### src/hw/sam_defines.svh
`ifndef SAM_DEFINES_SVH
`define SAM_DEFINES_SVH
`define SAM_ADDR_W        32
`define SAM_WORD_MSB      31
`define SAM_WORD_LSB      2
`define SAM_BSEL_MSB      1
`define SAM_EXT_MSB       19
`define SAM_BANK_MSB      31
`define SAM_BANK_LSB      30
`define SAM_BANK_B0       2'h2
`define SAM_BANK_B1       2'h3
`define SAM_BANK_B2       2'h0
`define SAM_BANK_B3       2'h1
`define SAM_LOWEST_ADDR   32'h80000000
`define SAM_HIGHEST_ADDR  32'h7fffffff
`define SAM_SRAM_TOP      32'h8000ffff
`define SAM_EXTRAM_BASE   32'h81000000
`define SAM_EXTRAM_TOP    32'hbfffffff
`define SAM_USER_BASE     32'h80000140
`define SAM_CHAN_BASE     32'h80000000
`define SAM_CHAN_TOP      32'h8000003f
`define SAM_TRAP_BASE     32'h80000040
`define SAM_TRAP_TOP      32'h8000013f
`define SAM_ROM_BASE      32'h7ffe0000
`define SAM_BOOT_ENTRY    32'h7ffffffe
`define SAM_BOOT_JUMP_MAX 32'h00000100
`define SAM_PERI_BASE     32'h00000000
`define SAM_PERI_TOP      32'h3fffffff
`define SAM_OP_DEVLB      16'h2ff0
`define SAM_OP_DEVSB      16'h2ff1
`define SAM_OP_DEVLS      16'h2ff2
`define SAM_OP_DEVSS      16'h2ff3
`define SAM_OP_DEVLW      16'h2ff4
`define SAM_OP_DEVSW      16'h2ff5
`define SAM_OP_DEVMOVE    16'h62f4
`define SAM_OP_LDTRAPH    16'h26fe
`define SAM_OP_LDTRAPPED  16'h2cf6
`define SAM_OP_STTRAPPED  16'h2cfb
`define SAM_OP_STTRAPH    16'h26ff
`define SAM_DEV_CYC       4'h3
`define SAM_TRAP_CYC      4'hc
`define SAM_TRAP_STRIDE   32'h00000010
`define SAM_GRP_STRIDE    32'h00000020
`define SAM_PRI_STRIDE    32'h00000080
`endif

### src/hw/sam_pkg.sv
package sam_pkg;
  typedef enum logic [2:0] {
    SAM_TGT_NONE,
    SAM_TGT_SRAM,
    SAM_TGT_EXT,
    SAM_TGT_ROM,
    SAM_TGT_EXTROM,
    SAM_TGT_PERI
  } sam_target_t;
  typedef enum {
    SAM_ST_IDLE,
    SAM_ST_BUSY
  } sam_state_t;
endpackage

### src/hw/sam_decode.sv
`timescale 1ns/1ns
`include "sam_defines.svh"
// Notes on behaviour
// address is word index plus byte selector
// top two bits select one of four banks
// external address drops bits twenty to 31
// sram answers from lowest address upward
// user memory base splits private from user
// one channel word below user base each
// trap area: per priority, group, two structures
// trap load/store opcodes take twelve cycles
// mask rom at top 128k of bank 3
// unprogrammed rom redirects to external rom
// boot entry two bytes below top
// peripherals reachable only by device access
// device opcodes 2ff0-2ff5 three cycles; move 62f4
// device access in peripheral range only
// external ram decoded from 81000000 upward; code decodes external from 80010000 upward, any non-sram non-rom address
// bank order follows signed address order
module sam_decode (
  input  wire logic                    sys_clk,
  input  wire logic                    reset_n,
  input  wire logic                    req_valid,
  input  wire logic [15:0]             req_opcode,
  input  wire logic                    req_dev,
  input  wire logic [31:0]             req_addr,
  input  wire logic                    rom_programmed,
  input  wire logic                    trap_low_pri,
  input  wire logic [1:0]              trap_group,
  output logic                         req_ready,
  output logic                         done,
  output logic [29:0]                  word_addr,
  output logic [1:0]                   byte_sel,
  output logic [1:0]                   bank_sel,
  output logic [19:0]                  ext_addr,
  output sam_pkg::sam_target_t         target,
  output logic                         private_area,
  output logic                         chan_area,
  output logic                         trap_area,
  output logic [31:0]                  trap_struct_addr,
  output logic                         boot_entry_hit,
  output logic [31:0]                  user_memory_base,
  output logic [31:0]                  boot_entry_addr,
  output logic [31:0]                  boot_jump_max
);

  sam_pkg::sam_state_t  state_r,  state_nxt;
  logic [3:0]           cnt_r,    cnt_nxt;
  logic [29:0]          word_r,   word_nxt;
  logic [1:0]           bsel_r,   bsel_nxt;
  logic [1:0]           bank_r,   bank_nxt;
  logic [19:0]          ext_r,    ext_nxt;
  sam_pkg::sam_target_t tgt_r,    tgt_nxt;
  logic                 priv_r,   priv_nxt;
  logic                 chan_r,   chan_nxt;
  logic                 trap_r,   trap_nxt;
  logic [31:0]          tsa_r,    tsa_nxt;
  logic                 boot_r,   boot_nxt;
  logic                 done_r,   done_nxt;

  logic                 is_dev_op;
  logic                 is_move;
  logic                 is_trap_op;
  logic [3:0]           op_cycles;
  logic signed [31:0]   sa;
  logic                 in_sram;
  logic                 in_extram;
  logic                 in_rom;
  logic                 in_peri;
  logic [31:0]          trap_off;

  // signed compares keep the map in signed address order
  assign sa        = $signed(req_addr);
  assign in_sram   = sa <= $signed(`SAM_SRAM_TOP);
  assign in_extram = sa >= $signed(`SAM_EXTRAM_BASE)
                     && sa <= $signed(`SAM_EXTRAM_TOP);
  assign in_peri   = sa >= $signed(`SAM_PERI_BASE)
                     && sa <= $signed(`SAM_PERI_TOP);
  assign in_rom    = sa >= $signed(`SAM_ROM_BASE);

  // device opcode class
  assign is_dev_op = (req_opcode >= `SAM_OP_DEVLB
                      && req_opcode <= `SAM_OP_DEVSW);
  assign is_move   = req_opcode == `SAM_OP_DEVMOVE;

  // trap structure opcodes
  assign is_trap_op = req_opcode == `SAM_OP_LDTRAPH
                      || req_opcode == `SAM_OP_LDTRAPPED
                      || req_opcode == `SAM_OP_STTRAPPED
                      || req_opcode == `SAM_OP_STTRAPH;

  // move length depends on the core; one cycle here, core stalls
  always_comb begin
    if (is_trap_op) begin
      op_cycles = `SAM_TRAP_CYC;
    end else if (is_dev_op) begin
      op_cycles = `SAM_DEV_CYC;
    end else begin
      op_cycles = 4'h1;
    end
  end

  // priority, group, structure select
  always_comb begin
    trap_off = `SAM_TRAP_BASE;
    if (trap_low_pri) begin
      trap_off = trap_off + `SAM_PRI_STRIDE;
    end
    trap_off = trap_off + ({30'h0, trap_group} * `SAM_GRP_STRIDE);
    if (req_opcode == `SAM_OP_LDTRAPPED
        || req_opcode == `SAM_OP_STTRAPPED) begin
      trap_off = trap_off + `SAM_TRAP_STRIDE;
    end
  end

  assign req_ready = state_r == sam_pkg::SAM_ST_IDLE;

  always_comb begin
    state_nxt = state_r;
    cnt_nxt   = cnt_r;
    word_nxt  = word_r;
    bsel_nxt  = bsel_r;
    bank_nxt  = bank_r;
    ext_nxt   = ext_r;
    tgt_nxt   = tgt_r;
    priv_nxt  = priv_r;
    chan_nxt  = chan_r;
    trap_nxt  = trap_r;
    tsa_nxt   = tsa_r;
    boot_nxt  = boot_r;
    done_nxt  = 1'b0;
    case (state_r)
      sam_pkg::SAM_ST_IDLE: begin
        if (req_valid) begin
          // word address and byte selector
          word_nxt = req_addr[`SAM_WORD_MSB:`SAM_WORD_LSB];
          bsel_nxt = req_addr[`SAM_BSEL_MSB:0];
          // bank from top bits; values follow sign order
          case (req_addr[`SAM_BANK_MSB:`SAM_BANK_LSB])
            `SAM_BANK_B0: bank_nxt = 2'h0;
            `SAM_BANK_B1: bank_nxt = 2'h1;
            `SAM_BANK_B2: bank_nxt = 2'h2;
            `SAM_BANK_B3: bank_nxt = 2'h3;
            default:      bank_nxt = 2'h0;
          endcase
          // only low address bits leave the chip
          ext_nxt = req_addr[`SAM_EXT_MSB:0];
          // private area below the user base
          priv_nxt = sa < $signed(`SAM_USER_BASE);
          // channel state words
          chan_nxt = sa <= $signed(`SAM_CHAN_TOP);
          trap_nxt = sa >= $signed(`SAM_TRAP_BASE)
                     && sa <= $signed(`SAM_TRAP_TOP);
          // boot entry fetch
          boot_nxt = req_addr == `SAM_BOOT_ENTRY;
          tsa_nxt  = is_trap_op ? trap_off : 32'h0;
          // peripherals only via device class in range
          if ((is_dev_op || is_move) && in_peri) begin
            tgt_nxt = sam_pkg::SAM_TGT_PERI;
          // on-chip sram at the bottom
          end else if (in_sram) begin
            tgt_nxt = sam_pkg::SAM_TGT_SRAM;
          // mask rom or external rom
          end else if (in_rom) begin
            tgt_nxt = rom_programmed ? sam_pkg::SAM_TGT_ROM
                                     : sam_pkg::SAM_TGT_EXTROM;
          // external ram and other memory
          end else if (in_extram || !in_sram) begin
            tgt_nxt = sam_pkg::SAM_TGT_EXT;
          end else begin
            tgt_nxt = sam_pkg::SAM_TGT_NONE;
          end
          if (op_cycles == 4'h1) begin
            done_nxt = 1'b1;
          end else begin
            cnt_nxt   = op_cycles - 4'h1;
            state_nxt = sam_pkg::SAM_ST_BUSY;
          end
        end
      end
      sam_pkg::SAM_ST_BUSY: begin
        // hold for the instruction's cycles
        cnt_nxt = cnt_r - 4'h1;
        if (cnt_r == 4'h1) begin
          done_nxt  = 1'b1;
          state_nxt = sam_pkg::SAM_ST_IDLE;
        end
      end
      default: state_nxt = sam_pkg::SAM_ST_IDLE;
    endcase
  end

  always_ff @(posedge sys_clk) begin
    if (!reset_n) begin
      state_r <= sam_pkg::SAM_ST_IDLE;
      cnt_r   <= 4'h0;
      word_r  <= 30'h0;
      bsel_r  <= 2'h0;
      bank_r  <= 2'h0;
      ext_r   <= 20'h0;
      tgt_r   <= sam_pkg::SAM_TGT_NONE;
      priv_r  <= 1'b0;
      chan_r  <= 1'b0;
      trap_r  <= 1'b0;
      tsa_r   <= 32'h0;
      boot_r  <= 1'b0;
      done_r  <= 1'b0;
    end else begin
      state_r <= state_nxt;
      cnt_r   <= cnt_nxt;
      word_r  <= word_nxt;
      bsel_r  <= bsel_nxt;
      bank_r  <= bank_nxt;
      ext_r   <= ext_nxt;
      tgt_r   <= tgt_nxt;
      priv_r  <= priv_nxt;
      chan_r  <= chan_nxt;
      trap_r  <= trap_nxt;
      tsa_r   <= tsa_nxt;
      boot_r  <= boot_nxt;
      done_r  <= done_nxt;
    end
  end

  assign done             = done_r;
  assign word_addr        = word_r;
  assign byte_sel         = bsel_r;
  assign bank_sel         = bank_r;
  assign ext_addr         = ext_r;
  assign target           = tgt_r;
  assign private_area     = priv_r;
  assign chan_area        = chan_r;
  assign trap_area        = trap_r;
  assign trap_struct_addr = tsa_r;
  assign boot_entry_hit   = boot_r;
  // constant for the load-base instruction
  assign user_memory_base = `SAM_USER_BASE;
  // entry and backward jump reach
  assign boot_entry_addr  = `SAM_BOOT_ENTRY;
  assign boot_jump_max    = `SAM_BOOT_JUMP_MAX;

endmodule

### config.mk
export PLATFORM = sky130hd
export DESIGN_NAME = sam_decode
export DESIGN_NICKNAME = d
export VERILOG_FILES = /design/src/hw/sam_pkg.sv /design/src/hw/sam_decode.sv
export VERILOG_INCLUDE_DIRS = /design/src /design/src/hw
export SDC_FILE = /design/constraint.sdc
export NUM_CORES = 1
export LEC_CHECK = 0
export BUFFER_PORTS_ARGS = -buffer_cell sky130_fd_sc_hd__buf_2
export CORE_AREA = 2 2 109 111
export CTS_BUF_LIST = sky130_fd_sc_hd__clkbuf_16
export CTS_CLUSTER_SIZE = 12
export DETAILED_ROUTE_END_ITERATION = 8
export DIE_AREA = 0 0 111 113
export MAX_ROUTING_LAYER = met4
export PLACE_DENSITY_LB_ADDON = 0.15
export SETUP_SLACK_MARGIN = 0.02
export SLEW_MARGIN = 10
export SYNTH_ARGS = -nofsm -noshare
export SYNTH_HDL_FRONTEND = slang
export SYNTH_SLANG_ARGS = --single-unit
### constraint.sdc
create_clock -name sys_clk -period 2 [get_ports sys_clk]
set_input_delay 0.2 -clock sys_clk [delete_from_list [all_inputs] [get_ports sys_clk]]
set_output_delay 0.2 -clock sys_clk [all_outputs]
set_load 0.02 [all_outputs]
# Yosys cells after proc, flatten, opt, wreduce, memory -nomap -nowiden
# Index checks and enable logic that the tools add are counted.
[word_totals]
register_bits = 130
in_bits = 56
output_inout_bits = 191
elab_cells = 85
[op_classes]
n_addsub = 4
order_cmp = 12
eq_ne = 15
muxes = 22
reduce_logical = 19
[ops]
columns = ["cell", "n"]
rows = [
  ["2-to-1 mux 32 bit", 5],
  ["less-or-equal comparator 32 bit, second input constant", 4],
  [">= comparator 32 bit, second input constant", 3],
  ["== test 16 x 14 -> 1 bit, second input constant", 4],
  ["zero test 32 bit", 2],
  ["one-hot mux 32 bit (2 select lines)", 1],
  ["adder 32 x 5 -> 32 bit, second input constant", 1],
  ["adder 32 x 7 -> 32 bit", 1],
  ["== test 32 x 1 -> 1 bit, second input constant", 1],
  ["== test 32 x 31 -> 1 bit, second input constant", 1],
  [">= comparator 32 x 1 -> 1 bit, second input constant", 1],
  ["less-or-equal comparator 32 x 31 -> 1 bit, second input constant", 1],
  ["< comparator 32 bit, second input constant", 1],
  ["== test 16 x 15 -> 1 bit, second input constant", 1],
  [">= comparator 16 x 14 -> 1 bit, second input constant", 1],
  ["less-or-equal comparator 16 x 14 -> 1 bit, second input constant", 1],
  ["2-to-1 mux 3 bit", 4],
  ["2-to-1 mux 4 bit", 3],
  ["== test 4 x 1 -> 1 bit, second input constant", 2],
  ["2-to-1 mux 8 bit", 1],
  ["one-hot mux 2 bit (4 select lines)", 1],
  ["one-hot mux 4 bit (2 select lines)", 1],
  ["subtractor 4 x 1 -> 4 bit, second input constant", 2],
  ["logical OR 1 bit", 6],
  ["12 further kinds", 23],
]

# Depth between registers and ports, before layout
[logic_depth]
ltp_word = 9
depth_mapped = 6
depth_no_buf = 6

# Worst setup path before layout
# OpenSTA, ideal clock, no wires.
[synth_timing]
path_type = "flip-flop to flip-flop"
startpoint = "register state_r[0]"
endpoint = "register cnt_r[2]"
setup_time_ns = 0.115
arrival_time_ns = 1.425
t_required_ns = 1.885
slack_ns = 0.460
stages_incl_launch_ff = 5
path_buffers = 0
synth_period_minus_slack_ns = 1.540
cell_sequence = "dfxtp_1 -> inv_1 -> or4b_1 -> and4b_1 -> o21a_1"
[synth_between]
elab_chain_cells = 3
word_cells_on_any_way = 7
classes_between = "3 x eq/ne; 1 x mux; 3 x reduce/logical"
[synth_rtl]
columns = ["element", "line_no", "text"]
rows = [
  ["from (decl)", "sam_decode.sv:47", "sam_pkg::sam_state_t state_r, state_nxt;"],
  ["from (signal assigned)", "sam_decode.sv:195", "state_r <= sam_pkg::SAM_ST_IDLE;"],
  ["from (signal assigned)", "sam_decode.sv:209", "state_r <= state_nxt;"],
  ["== test 32 x 1 -> 1 bit or zero test 32 bit (tied branches)", "sam_decode.sv:132", "case (state_r)"],
  ["nonzero test 2 bit (no line) or inequality test 2 bit (tied branches)", "n/a", ""],
  ["AND reduction 3 bit (no line)", "n/a", ""],
  ["to (signal assigned)", "sam_decode.sv:210", "cnt_r <= cnt_nxt;"],
  ["to (decl)", "sam_decode.sv:48", "logic [3:0] cnt_r, cnt_nxt;"],
]
# Several ways; a longest one is shown, not always the timed one.
# A chain may end at the register's enable or synchronous reset.

# Worst setup path in the final report
# Same ends and word-level chain as after synthesis.

==> metrics <==
outcome=finished clean; commonest non-fill, non-tap cell in the layout=buf_2; Yosys top cell area share=0.318; largest area contributor in the netlist=buf_4; clock sink count=53; largest cells by area after synthesis=buf_4 (32%), dfxtp_1 (32%), nand2_1 (9.1%), a21oi_1 (6.9%), nand4_1 (1.9%); Pwr Density=749 mW/mm^2; Synth Instances=430; vias in the first global route=between 2000 and 2500; row count=39; Yosys warnings=0; flops & latches, synth=53; # hold bufs at CTS=0; Synth async-reset ratio=0; GRT Util Overall=0.119; DIE AREA=around 0.013 sq mm; Die Y=about 110 um; crit path DAT=roughly 1900 ps; setup TNS=0 ps; skew final=around 1.8 ps; Slew Viols, Final=0; Fin. Hold Viols=0; crit path kind=flop to flop; Worst Path Required=between 2000 and 2500 ps; Vias=2768; Worst Hold Class=primary input to flop; share of cells above drive strength 1=0.274; GP Congestion=roughly 0.81; MaxCap Viol Count=0; die outline width=approximately 110 um; synth unique cells=43; pin count of the biggest net entering global routing=34; TritonRoute pass-1 iters=4; Iter 0 DRT Violations=121; synth-to-layout area growth=11.5%; CTS tree=done; total wire length=approximately 8000 um; RSZ-0062 raised after global routing=no; Cells after DPL=approximately 670; gr ovfl total=0; Clock Pin Slew Worst Setup and Hold Paths=roughly 70 ps; wire per inst=around 12 um; clock latency on the worst-skew pair=roughly 280 ps; syn_area_per_cell=7.79 sq um; vias per std cell=4.09; postcts setup bufs=0; htree depth=2; worst vdd ir=between 0.3 and 0.4 mV; post_cts resized=0; Setup violations, final=0; clock root buffer master=clkbuf_16; Routed Antenna Nets=0; storage element area=0.00106 sq mm; Pleak=approximately 1.9 nW; IO Port Bufs=roughly 120; f_max=between 500 and 600 MHz; Layout Nets=591; most frequent cells in the layout=buf_2 (123), conb_1 (122), nand2_1 (81); post-layout minimum cycle time=1670 ps; initial antenna violation count=0; io pins=247; Main synth FF type=dfxtp_1; critical path endpoint category=flop; Num CTS Buffers=5; multi-input logic area=roughly 0.0016 sq mm; number of synthesized flops with an enable pin=0; diode count=0; CP startpoint kind=flop; core footprint=roughly 0.011 sq mm; hold_ws=about 160 ps; starting density of the core=0.297; sequential share of the synthesized area=0.317; dpl hpwl=6260 um; Max FO, Critical Path=6; power after layout=0.00280 W; Bufs on Longest Clock Path=2; Final period util=0.834; Final Non-Filler Cells=between 600 and 700; first-pass GRT wire length=11900 um; # DRC=0; synthesized cell area=~0.0033 sq mm; Fillers=about 1300
through the flow:
stage | area [sq um] | worst slack, ps | util
after floorplan | 3800 | 460 | -
after global placement | 3540 | 331 | 0.314
after detailed placement | 3540 | 330 | 0.314
after CTS | 3730 | 325 | 0.331
after global routing | 3730 | 246 | 0.331
final | 3730 | 333 | 0.331
path summary, 6_finish.rpt:
check | from | to | slack [ps] | cells after the start
setup / recovery | state_r[0]$_SDFFE_PN0P_ | cnt_r[2]$_SDFFE_PN0P_ | 330 | 4
hold / removal | rom_programmed | target[0]$_SDFFE_PN0P_ | 160 | 3
setup reg to reg | state_r[0]$_SDFFE_PN0P_ | cnt_r[2]$_SDFFE_PN0P_ | 330 | 4
hold reg to reg | trap_struct_addr[5]$_SDFFE_PN0P_ | trap_struct_addr[5]$_SDFFE_PN0P_ | 450 | 2
layer usage:
layer  vias up  wire length, um  global-route usage
li1       1373                -                   -
met1      1238             3430               0.146
met2       147             3800               0.201
met3        10              621              0.0252
met4         0               80              0.0308
met5         -                0                   -
flip-flops by register name, summed over array words and instances, names as in the netlist:
| name | flops |
|---|---|
| word_addr | 30 |
| trap_struct_addr | 6 |
| cnt_r | 4 |
| target | 3 |
| bank_sel | 2 |
| boot_entry_hit | 1 |
| byte_sel | 1 |
| chan_area | 1 |
| done | 1 |
| ext_addr | 1 |
| private_area | 1 |
| state_r | 1 |
| trap_area | 1 |
power by group:
group          switching, W  internal (W)  total (W)
clock              0.000391      0.000715    0.00111
sequential        0.0000233       0.00110    0.00112
combinational      0.000437      0.000132   0.000569
cells by family (layout without fill, tap and decap cells):
logic type / count (synthesis) / in the layout / share of synthesized area
buf+inv: 161 / 144 / 0.340
fa+ha+maj: 3 / 3 / 0.0112
xor+xnor: 2 / 2 / 0.00523
mux: 1 / 1 / 0.00299
flops: 53 / 53 / 0.317
simple gates: 142 / 142 / 0.210
compound gates: 66 / 66 / 0.112
other cells: 2 / 122 / 0.00224
worst max-delay path, cell delays in order, from the launching register on:
cell and delay [ps]:
dfxtp_1 460, inv_1 150, or4b_1 570, and4b_1 220
o21a_1 170
area by class of cell:
cell class / count / share of cell area
Inverter: 5 / 0.00503
Clock buffer: 5 / 0.0335
Tap cell: 143 / 0.0479
Multi-Input combinational cell: 336 / 0.431
Sequential cell: 53 / 0.284
Clock inverter: 3 / 0.0174
Timing Repair Buffer: 131 / 0.181
synthesized netlist by cell type, types with 2 or more instances:
master    count
buf_4       142
nand2_1      81
dfxtp_1      53
a21oi_1      46
clkbuf_1     13
nand4_1      10
nand3_1       9
nor2_1        8
o21ai_0       7
inv_1         5
nor4_1        5
and4b_1       3
ha_1          3
nor3_1        3
or3_1         3
a22oi_1       2
a32oi_1       2
and3_1        2
conb_1        2
nand2b_1      2
nand3b_1      2
nand4b_1      2
nor2b_1       2
nor4b_1       2
o211ai_1      2
or3b_1        2
No activity file was read; power rests on OpenSTA's default activity.
